### src/rtl/timer_pkg.sv
// Shared constants, control word layout and helpers for the dual timer block.
// Assumes one 20 MHz clock for both ends and a byte-wide I/O port bus.
package timer_pkg;

	// ----------------------------------------------------------------
	// Port map
	// ----------------------------------------------------------------
	localparam logic [7:0] TIMER_BASE    = 8'hd8;
	localparam logic [7:0] TIMER0_CTR0   = 8'hd8;
	localparam logic [7:0] TIMER0_CTRL   = 8'hdb;
	localparam logic [7:0] TIMER1_CTR0   = 8'hdc;
	localparam logic [7:0] TIMER1_CTRL   = 8'hdf;
	localparam logic [1:0] CTRL_SEL      = 2'h3;
	localparam int         CHANNELS      = 6;
	localparam int         PER_CHIP      = 3;

	// ----------------------------------------------------------------
	// Control word fields
	// ----------------------------------------------------------------
	localparam int SEL_MSB  = 7;
	localparam int SEL_LSB  = 6;
	localparam int ACC_MSB  = 5;
	localparam int ACC_LSB  = 4;
	localparam int MODE_MSB = 3;
	localparam int MODE_LSB = 1;
	localparam int BCD_BIT  = 0;

	typedef enum logic [1:0] {
		ACC_LATCH = 2'h0,
		ACC_HIGH  = 2'h1,
		ACC_LOW   = 2'h2,
		ACC_BOTH  = 2'h3
	} access_t;

	localparam logic [2:0] MODE_RESET     = 3'h0;
	localparam logic [7:0] CTRL_RESET     = 8'h00;
	localparam logic [7:0] CMD_SQUARE_C0  = 8'h36;
	localparam logic [7:0] CMD_SQUARE_C1  = 8'h76;
	localparam logic [7:0] CMD_SQUARE_C2  = 8'hb6;
	localparam logic [7:0] CMD_STROBE_C1  = 8'h78;
	localparam logic [7:0] CMD_STROBE_C2  = 8'hb8;

	// ----------------------------------------------------------------
	// Timing: counter input clock made from the 20 MHz clock
	// ----------------------------------------------------------------
	localparam longint CLK_HZ       = 64'd20000000;
	localparam longint SLOW_HZ      = 64'd1228800;
	localparam longint FAST_HZ      = 64'd1843200;
	localparam int     ACC_W        = 24;
	localparam logic [ACC_W-1:0] INC_SLOW = ACC_W'((SLOW_HZ << ACC_W) / CLK_HZ);
	localparam logic [ACC_W-1:0] INC_FAST = ACC_W'((FAST_HZ << ACC_W) / CLK_HZ);

	localparam logic [16:0] MAX_BIN = 17'h10000;
	localparam logic [16:0] MAX_BCD = 17'h02710;

	// Four BCD digits to binary
	function automatic logic [16:0] bcd2bin(input logic [15:0] v);
		bcd2bin = 17'(v[15:12]) * 17'd1000 + 17'(v[11:8]) * 17'd100
			+ 17'(v[7:4]) * 17'd10 + 17'(v[3:0]);
	endfunction

	// Binary below 10000 to four BCD digits
	function automatic logic [15:0] bin2bcd(input logic [15:0] v);
		logic [15:0] r;
		r = v % 16'd10000;
		bin2bcd = {4'(r / 16'd1000), 4'((r / 16'd100) % 16'd10),
			4'((r / 16'd10) % 16'd10), 4'(r % 16'd10)};
	endfunction

endpackage

### src/rtl/timer_io_if.sv
// Byte-wide I/O port bus between the host processor and the timer block.
// Assumes both ends run on the same clock.
`timescale 1ns/1ps
interface timer_io_if;
	logic [7:0] io_addr;
	logic [7:0] io_wdata;
	logic       io_wr;
	logic       io_rd;
	logic [7:0] io_rdata;
	logic       io_rvalid;

	modport device_end (
		input  io_addr,
		input  io_wdata,
		input  io_wr,
		input  io_rd,
		output io_rdata,
		output io_rvalid
	);

	modport host_end (
		output io_addr,
		output io_wdata,
		output io_wr,
		output io_rd,
		input  io_rdata,
		input  io_rvalid
	);
endinterface

### src/rtl/dual_interval_timer_block.sv
// Device end: two interval timer chips of three counters each on the I/O bus.
// Assumes the host keeps to the load and read byte sequences.
`timescale 1ns/1ps

// Contract
// [RULE1] Chips decode d8-db and dc-df
// [RULE2] Low three ports select counters 0,1,2
// [RULE3] Top port takes control words, field selects
// [RULE4] Host writes control, then low, high
// [RULE5] Host sends programmed bytes, BCD when set
// [RULE6] Square reload waits for period end
// [RULE7] Strobe: first byte halts count
// [RULE8] Strobe: second byte restarts count
// [RULE9] Square counters readable and reloadable anytime
// [RULE10] Latch command freezes a count snapshot
// [RULE11] Host latches, then reads data port
// [RULE12] Host finishes every started read
// [RULE13] Two-byte reads low then high
// [RULE14] Input clock 1.2288 MHz, option 1.8432
// [RULE15] Six counters drive outputs, 0-3 serial
// [RULE16] Loaded count is the clock divisor
// [RULE17] Typical: binary, four square, two strobe
// [RULE18] Host uses documented control word values
// [RULE19] Square: high ceil(N/2), low floor(N/2)
// [RULE20] Strobe: one low clock at terminal
// [RULE21] Zero count means 2^16 or 10^4
// [RULE22] Control word chooses byte access
// [RULE23] One decrement per input clock tick
// [RULE24] Separate load and read byte state
module dual_interval_timer_block
	import timer_pkg::*;
(
	input  wire logic        clk,
	input  wire logic        reset_n,
	input  wire logic        fast_clock_sel,
	timer_io_if.device_end   bus,
	output wire logic [5:0]  rate_out,
	output wire logic [3:0]  serial_tx_bit_clock,
	output wire logic [3:0]  serial_rx_bit_clock,
	output wire logic        interval_tick_irq
);

	// ----------------------------------------------------------------
	// Counter input clock tick
	// ----------------------------------------------------------------
	logic             sel_meta_ff;
	logic             sel_sync_ff;
	logic [ACC_W-1:0] phase_ff;
	logic             tick_ff;
	logic [ACC_W:0]   nxt_phase;

	always_ff @(posedge clk or negedge reset_n) begin
		if (!reset_n) begin
			sel_meta_ff <= 1'b0;
			sel_sync_ff <= 1'b0;
		end else begin
			sel_meta_ff <= fast_clock_sel;
			sel_sync_ff <= sel_meta_ff;
		end
	end

	// [RULE14] Rate select
	assign nxt_phase = {1'b0, phase_ff} + {1'b0, (sel_sync_ff ? INC_FAST : INC_SLOW)};

	// [RULE23] Tick on carry
	always_ff @(posedge clk or negedge reset_n) begin
		if (!reset_n) begin
			phase_ff <= '0;
			tick_ff  <= 1'b0;
		end else begin
			phase_ff <= nxt_phase[ACC_W-1:0];
			tick_ff  <= nxt_phase[ACC_W];
		end
	end

	// ----------------------------------------------------------------
	// Address decode
	// ----------------------------------------------------------------
	wire       in_range = (bus.io_addr[7:3] == TIMER_BASE[7:3]);
	wire       chip_hi  = bus.io_addr[2];
	wire [1:0] port_sel = bus.io_addr[1:0];
	wire       is_ctrl  = (port_sel == CTRL_SEL);
	wire [1:0] ctl_sel  = bus.io_wdata[SEL_MSB:SEL_LSB];
	wire [1:0] ctl_acc  = bus.io_wdata[ACC_MSB:ACC_LSB];

	logic [7:0] rd_byte [CHANNELS];
	logic [5:0] out_bits;

	// ----------------------------------------------------------------
	// Counters
	// ----------------------------------------------------------------
	for (genvar i = 0; i < CHANNELS; i++) begin : g_ch
		localparam logic       CHIP  = (i >= PER_CHIP);
		localparam logic [1:0] LOCAL = 2'(i % PER_CHIP);

		logic [2:0]  mode_ff;
		logic        bcd_ff;
		logic [1:0]  acc_ff;
		logic [16:0] div_ff;
		logic [16:0] cnt_ff;
		logic [16:0] per_ff;
		logic [15:0] latch_ff;
		logic        latched_ff;
		logic        wr_hi_ff;
		logic        rd_hi_ff;
		logic        run_ff;
		logic        out_ff;
		logic [7:0]  lsb_ff;

		// [RULE1] Chip decode
		wire chip_hit = in_range && (chip_hi == CHIP);
		// [RULE3] Control port with counter field
		wire ctl_hit  = bus.io_wr && chip_hit && is_ctrl && (ctl_sel == LOCAL);
		wire latch_wr = ctl_hit && (ctl_acc == ACC_LATCH);
		wire mode_wr  = ctl_hit && (ctl_acc != ACC_LATCH);
		// [RULE2] Data port per counter
		wire data_wr  = bus.io_wr && chip_hit && (port_sel == LOCAL);
		wire data_rd  = bus.io_rd && chip_hit && (port_sel == LOCAL);

		wire square   = (mode_ff[1:0] == 2'h3);
		wire both     = (acc_ff == ACC_BOTH);
		wire first_wr = data_wr && both && !wr_hi_ff;
		wire load_wr  = data_wr && !first_wr;

		// [RULE22] Byte access selects the loaded bytes
		wire [15:0] load_val = (acc_ff == ACC_LOW)  ? {8'h00, bus.io_wdata} :
		                       (acc_ff == ACC_HIGH) ? {bus.io_wdata, 8'h00} :
		                                              {bus.io_wdata, lsb_ff};
		// [RULE21] Zero loads the maximum count
		wire [16:0] new_div  = (load_val == 16'h0000) ? (bcd_ff ? MAX_BCD : MAX_BIN) :
		                       (bcd_ff ? bcd2bin(load_val) : {1'b0, load_val});

		wire [15:0] live_val = bcd_ff ? bin2bcd(cnt_ff[15:0]) : cnt_ff[15:0];
		wire [15:0] show_val = latched_ff ? latch_ff : live_val;
		wire        rd_high  = (acc_ff == ACC_HIGH) || (both && rd_hi_ff);
		wire        last_rd  = !both || rd_hi_ff;
		// [RULE16] Period of div_ff ticks
		wire [16:0] nxt_cnt  = (cnt_ff <= 17'h00001) ? div_ff : cnt_ff - 17'h00001;
		wire        wrap     = (cnt_ff <= 17'h00001);

		// [RULE13] Low byte, then high byte
		assign rd_byte[i]  = rd_high ? show_val[15:8] : show_val[7:0];
		assign out_bits[i] = out_ff;

		// [RULE10] Snapshot kept until fully read
		always_ff @(posedge clk or negedge reset_n) begin
			if (!reset_n) begin
				latch_ff   <= '0;
				latched_ff <= 1'b0;
				rd_hi_ff   <= 1'b0;
			end else if (mode_wr) begin
				latched_ff <= 1'b0;
				rd_hi_ff   <= 1'b0;
			end else if (latch_wr && !latched_ff) begin
				latch_ff   <= live_val;
				latched_ff <= 1'b1;
			end else if (data_rd) begin
				// [RULE24] Read byte state
				rd_hi_ff   <= both && !rd_hi_ff;
				if (last_rd) begin
					latched_ff <= 1'b0;
				end
			end
		end

		always_ff @(posedge clk or negedge reset_n) begin
			if (!reset_n) begin
				mode_ff  <= MODE_RESET;
				bcd_ff   <= 1'b0;
				acc_ff   <= ACC_BOTH;
				div_ff   <= MAX_BIN;
				cnt_ff   <= '0;
				per_ff   <= MAX_BIN;
				wr_hi_ff <= 1'b0;
				run_ff   <= 1'b0;
				out_ff   <= 1'b1;
				lsb_ff   <= '0;
			end else if (mode_wr) begin
				mode_ff  <= bus.io_wdata[MODE_MSB:MODE_LSB];
				bcd_ff   <= bus.io_wdata[BCD_BIT];
				acc_ff   <= ctl_acc;
				wr_hi_ff <= 1'b0;
				run_ff   <= 1'b0;
				out_ff   <= 1'b1;
			end else if (first_wr) begin
				// [RULE24] Load byte state
				lsb_ff   <= bus.io_wdata;
				wr_hi_ff <= 1'b1;
				// [RULE7] Halt strobe count
				if (!square) begin
					run_ff <= 1'b0;
				end
			end else if (load_wr) begin
				wr_hi_ff <= 1'b0;
				div_ff   <= new_div;
				// [RULE6] Running square keeps its period
				// [RULE9] Reload any time
				// [RULE8] Restart from new value
				if (!square || !run_ff) begin
					cnt_ff <= new_div;
					per_ff <= new_div;
					run_ff <= 1'b1;
					out_ff <= 1'b1;
				end
			end else if (tick_ff && run_ff) begin
				if (square) begin
					// [RULE19] High while above half
					cnt_ff <= nxt_cnt;
					out_ff <= wrap || (nxt_cnt > {1'b0, per_ff[16:1]});
					// [RULE6] New divisor only from period start
					if (wrap) begin
						per_ff <= div_ff;
					end
				end else if (cnt_ff == 17'h00001) begin
					// [RULE20] One low clock at terminal
					cnt_ff <= '0;
					out_ff <= 1'b0;
				end else if (cnt_ff == 17'h00000) begin
					out_ff <= 1'b1;
					run_ff <= 1'b0;
				end else begin
					cnt_ff <= cnt_ff - 17'h00001;
				end
			end
		end
	end

	// ----------------------------------------------------------------
	// Read data return
	// ----------------------------------------------------------------
	wire [2:0] rd_idx   = 3'(chip_hi ? 2'(PER_CHIP) : 2'h0) + 3'(port_sel);
	wire       rd_hit   = bus.io_rd && in_range && !is_ctrl;
	logic [7:0] rdata_ff;
	logic       rvalid_ff;

	always_ff @(posedge clk or negedge reset_n) begin
		if (!reset_n) begin
			rdata_ff  <= '0;
			rvalid_ff <= 1'b0;
		end else begin
			rdata_ff  <= rd_hit ? rd_byte[rd_idx] : 8'h00;
			rvalid_ff <= bus.io_rd;
		end
	end

	assign bus.io_rdata  = rdata_ff;
	assign bus.io_rvalid = rvalid_ff;

	// ----------------------------------------------------------------
	// Outputs
	// ----------------------------------------------------------------
	// [RULE15] Counter outputs to serial clocks
	assign rate_out            = out_bits;
	assign serial_tx_bit_clock = out_bits[3:0];
	assign serial_rx_bit_clock = out_bits[3:0];
	assign interval_tick_irq   = out_bits[5];

endmodule

### src/flat_wrapper.sv
// flat-port wrapper written by rule: the top's interface ports become plain ports
module dual_interval_timer_block_flat import timer_pkg::*;
  (clk, reset_n, fast_clock_sel, rate_out, serial_tx_bit_clock, serial_rx_bit_clock, interval_tick_irq, bus_io_addr, bus_io_wdata, bus_io_wr, bus_io_rd, bus_io_rdata, bus_io_rvalid);
  timer_io_if bus_i ();
  input  wire logic clk;
  input  wire logic reset_n;
  input  wire logic fast_clock_sel;
  output wire logic [5:0] rate_out;
  output wire logic [3:0] serial_tx_bit_clock;
  output wire logic [3:0] serial_rx_bit_clock;
  output wire logic interval_tick_irq;
  input wire logic [$bits(bus_i.io_addr)-1:0] bus_io_addr;
  input wire logic [$bits(bus_i.io_wdata)-1:0] bus_io_wdata;
  input wire logic [$bits(bus_i.io_wr)-1:0] bus_io_wr;
  input wire logic [$bits(bus_i.io_rd)-1:0] bus_io_rd;
  output wire logic [$bits(bus_i.io_rdata)-1:0] bus_io_rdata;
  output wire logic [$bits(bus_i.io_rvalid)-1:0] bus_io_rvalid;
  assign bus_i.io_addr = bus_io_addr;
  assign bus_i.io_wdata = bus_io_wdata;
  assign bus_i.io_wr = bus_io_wr;
  assign bus_i.io_rd = bus_io_rd;
  assign bus_io_rdata = bus_i.io_rdata;
  assign bus_io_rvalid = bus_i.io_rvalid;
  dual_interval_timer_block u_core (.clk(clk), .reset_n(reset_n), .fast_clock_sel(fast_clock_sel), .bus(bus_i), .rate_out(rate_out), .serial_tx_bit_clock(serial_tx_bit_clock), .serial_rx_bit_clock(serial_rx_bit_clock), .interval_tick_irq(interval_tick_irq));
endmodule
### config.mk
export PLATFORM = sky130hd
export DESIGN_NAME = dual_interval_timer_block_flat
export DESIGN_NICKNAME = d
export VERILOG_FILES = /design/src/rtl/timer_pkg.sv /design/src/rtl/timer_io_if.sv /design/src/rtl/dual_interval_timer_block.sv /design/src/flat_wrapper.sv
export SDC_FILE = /design/constraint.sdc
export NUM_CORES = 2
export LEC_CHECK = 0
export BUFFER_PORTS_ARGS = -buffer_cell sky130_fd_sc_hd__buf_4
export CAP_MARGIN = 10
export CORE_UTILIZATION = 48
export CTS_BUF_LIST = sky130_fd_sc_hd__clkbuf_4
export DETAILED_ROUTE_END_ITERATION = 12
export PLACE_DENSITY = 0.72
export SYNTH_ARGS = -nofsm -noshare
export SYNTH_HDL_FRONTEND = slang
export SYNTH_SLANG_ARGS = --single-unit
### constraint.sdc
create_clock -name clk -period 10.6 [get_ports clk]
set_input_delay 0.53 -clock clk [delete_from_list [all_inputs] [get_ports clk]]
set_output_delay 0.53 -clock clk [all_outputs]
set_load 0.005 [all_outputs]
==> results summary <==
In the synthesized netlist the dominant register cell turns out to be sky130_fd_sc_hd__dfrtp_1. The instance area after placement is around 73,000 µm². The post-detailed-placement half-perimeter wirelength is 167 mm. Setup violations remaining at the end of the flow were counted as 0.

The type of the worst setup path is register to register. The portion of the post-synthesis area used by sequential elements is 0.190. The maximum clock insertion buffer count is 3. In the finished design, the share of the clock period the worst path needs comes to 0.954. The number of I/O port buffers came out at 44.

Summed over all layers, the global routing overflow is 0. The die is 387 µm tall. Summing all non-filler instances in the final layout gives an area of 76,000 µm². The share of final-layout standard cells stronger than drive strength 1 came out at 0.114. The count of state elements after synthesis is ~540. The wire length of the first global-routing pass is 364 mm. The die is about 390 µm wide. The die covers between 100,000 and 150,000 µm². The starting DRC count in detailed routing is 8,269. The critical path's largest stage delay is 0.83 ns. The number of enable flip-flop cells after synthesis came out at 0. The fraction of synthesis flops using an asynchronous set or reset pin came out at 1.00. The most common cell in the synthesized netlist is sky130_fd_sc_hd__nand2_1.

The cell area that synthesis handed to floorplanning was a little over 70,000 µm². The number of nets still failing antenna checks after routing is 0. The data arrival time of the critical path came out at 11.13 ns. In the synthesized netlist, the cells that appear most often are sky130_fd_sc_hd__nand2_1, sky130_fd_sc_hd__nor2_1, sky130_fd_sc_hd__a21oi_1. The minimum clock period is 10.12 ns. The total routing resource utilization after global routing is 0.289.

The path class of the tightest hold or removal check is primary input to register. The first detailed-routing pass ran for 6 iterations. The total of max-cap violations is 0. The final-layout worst hold slack came out at between 0.1 and 0.15 ns. Using the TritonRoute via totals, the vias-per-cell ratio works out to 6.48.

The net count of the mapped netlist is a little over 10,000. The average instance in the mapped netlist occupies 7.47 µm². Entering global routing, the biggest net connects 161 pins. STA classifies the critical path startpoint as a register. The number of buffer and inverter instances along the worst setup path is 4. The synthesized design spends more area on one cell type than any other, namely sky130_fd_sc_hd__dfrtp_1. In the routed design, unresolved DRC markers number 0. The cell count after placement is 11,100. The worst setup skew after layout came out at 0.0989 ns.

Relative to the synthesized area, the layout overhead comes to 6.92%. The cell chosen for the clock root is sky130_fd_sc_hd__clkbuf_4. The H-tree generated during clock tree synthesis spans 4 levels. The achievable frequency is 98.9 MHz. The area share of the largest cell type after synthesis came out at 0.179. The area of the core region came out at 146,000 µm². The initial antenna violation count came out at 13. The sum of routed wire length over all layers came out at 226 mm. The via count of the first global-routing pass is roughly 68,000. In the synthesized netlist, the number of instances is 9,512. For this design, the slowest cell found on the critical path is sky130_fd_sc_hd__o311ai_1.

The total vias in the final route is 74,200. TritonCTS built the clock tree. The number of pins exceeding their max-slew limit in the final report came to 0.

The run finished with clean final reports. STA classifies the critical path endpoint as a register. The initial standard-cell utilization of the core came out at 0.486.

The cell family contributing the most delay on the critical path is compound AO/OA/AOI/OAI gates. The post-layout instance count excluding filler cells came out at 11,400. The final core area utilization is 0.519. Yosys attributes the largest share of cell area to sky130_fd_sc_hd__dfrtp_1, sky130_fd_sc_hd__ha_1, sky130_fd_sc_hd__nand2_1, sky130_fd_sc_hd__a21oi_1, sky130_fd_sc_hd__o21ai_0. Headroom to the max-slew limit came out at 0.166. The number of warnings reported in the yosys synthesis log came out at 0.

The number of buffers created by CTS is 161. The final net count came out at 9,956. Routability-driven placement finished with a final weighted congestion of 0.951. The row count came out at 140. The count of unique library cells instantiated by Yosys came out at 153. Along the worst path, the maximum fanout reaches 10. For the worst-skew pair, the clock arrives at the later sink with an insertion delay of 1.17 ns. The clock input transition at the sequential cells of the worst setup and hold paths came out at about 0.070 ns. The hold violation count in the final report came to 0. At the worst endpoint, the required time is 11.61 ns. The average wire per cell in the routed design came out at 19.8 µm. The number of top-level pins is 45. For the pin with the worst max-slew slack, the measured transition is 1.25 ns. By instance count, the cell type seen most on the critical path is sky130_fd_sc_hd__a21oi_1.

The clock net in this run drives a total of 538 sinks.
[state kept, by name, summed over array words and instances, names as in the netlist, 5 cells and up]
signal,count
u_core.g_ch.out_ff,5
u_core.g_ch.rd_hi_ff,6
u_core.g_ch.mode_ff,12
u_core.g_ch.acc_ff,12
u_core.g_ch.wr_hi_ff,6
u_core.g_ch.lsb_ff,48
u_core.g_ch.div_ff,102
u_core.bus.io_rdata,8
u_core.g_ch.latch_ff,96
u_core.g_ch.run_ff,6
u_core.g_ch.latched_ff,6
u_core.g_ch.cnt_ff,102
u_core.phase_ff,22
u_core.g_ch.bcd_ff,6
u_core.g_ch.per_ff,96
[layout make-up]
type                       instances  area, µm²
fill                           14000      70300
multi-input combinational       7920      53800
sequential                       538      13500
tap                             1917       2400
timing repair buffer             302       2380
clock buffer                     243       1820
inverter                         461       1740
clock inverter                    54        278
antenna                           12       30.0
[cells by family (layout without fill, tap and decap cells)]
logic type / Yosys count / in the layout / share of synthesized area
xor+xnor: 513 / 513 / 0.0648
fa+ha+maj: 588 / 588 / 0.111
flops: 538 / 538 / 0.190
mux: 317 / 317 / 0.0485
buf+inv: 1054 / 1060 / 0.0592
simple gates: 3337 / 3337 / 0.220
compound gates: 3165 / 3165 / 0.307
other cells: 0 / 12 / 0
[placed cells by master (no fill, tap or decap), drive strengths merged, types with 67 or more instances in the layout]
cell type,instances
o211ai,123
and3,76
dfrtp,508
a21o,184
clkbuf,245
o21ai,737
buf,277
xor2,126
a211oi,154
nand2,1211
mux2i,177
o21a,77
nor4,123
a31oi,168
ha,472
inv,455
nand3,284
nor3,282
nand4,112
nor2,798
xnor2,385
o22ai,83
and2,90
a21oi,712
fa,79
or2,67
nand2b,78
mux2,135
[through the flow]
step	setup TNS (ns)	setup slack, ns
CTS	0	0.000925
global placement	0	0.365
global route	-0.0110	-0.0110
floorplan	0	1.71
finish	0	0.484
detailed placement	-0.0487	-0.0487
[worst register-to-register path: cells and delay by family, from the launching register on]
family / cells / cell delay (ns)
flops: 1 / 0.50
fa+ha+maj: 1 / 0.30
xor+xnor: 1 / 0.26
buf+inv: 4 / 0.50
mux: 1 / 0.40
compound gates: 18 / 5.72
simple gates: 6 / 2.33
[path summary, 6_finish.rpt]
path	start	end	slack, ns	depth (start not counted)
min in group asynchronous	reset_n	u_core.g_ch[5].mode_ff[0]	0.52	3
worst min-delay path	bus_io_addr[5]	u_core.g_ch[4].rd_hi_ff	0.14	7
worst max-delay path	u_core.g_ch[3].cnt_ff[9]	u_core.bus.io_rdata[6]	0.48	31
max in group asynchronous	reset_n	u_core.g_ch[2].cnt_ff[13]	7.95	5
worst max register to register	u_core.g_ch[3].cnt_ff[9]	u_core.bus.io_rdata[6]	0.48	31
worst min register to register	u_core.sel_meta_ff	u_core.sel_sync_ff	0.35	0
[repair_timing]
action	4_1_cts	5_1_grt
setup endpoints to repair	1	20
gates resized for setup	1	79
setup buffers	0	10
endpoints found under the hold margin	196	0
pin swaps	0	4
hold buffers	24	0
[layer usage]
metal  GRT usage  routed length (µm)  vias up  part of all wire
met1       0.409              102000    35600              0.45
met4      0.0913                6090        4             0.027
met5           0                  27        -           0.00012
met2       0.454              101000     3228              0.45
li1            -                   -    35000                 -
met3      0.0391               17100      401             0.075
Power is left out: the tool's default activity adds up to more than one toggle a clock period on the data nets, which glitch-free logic cannot reach.
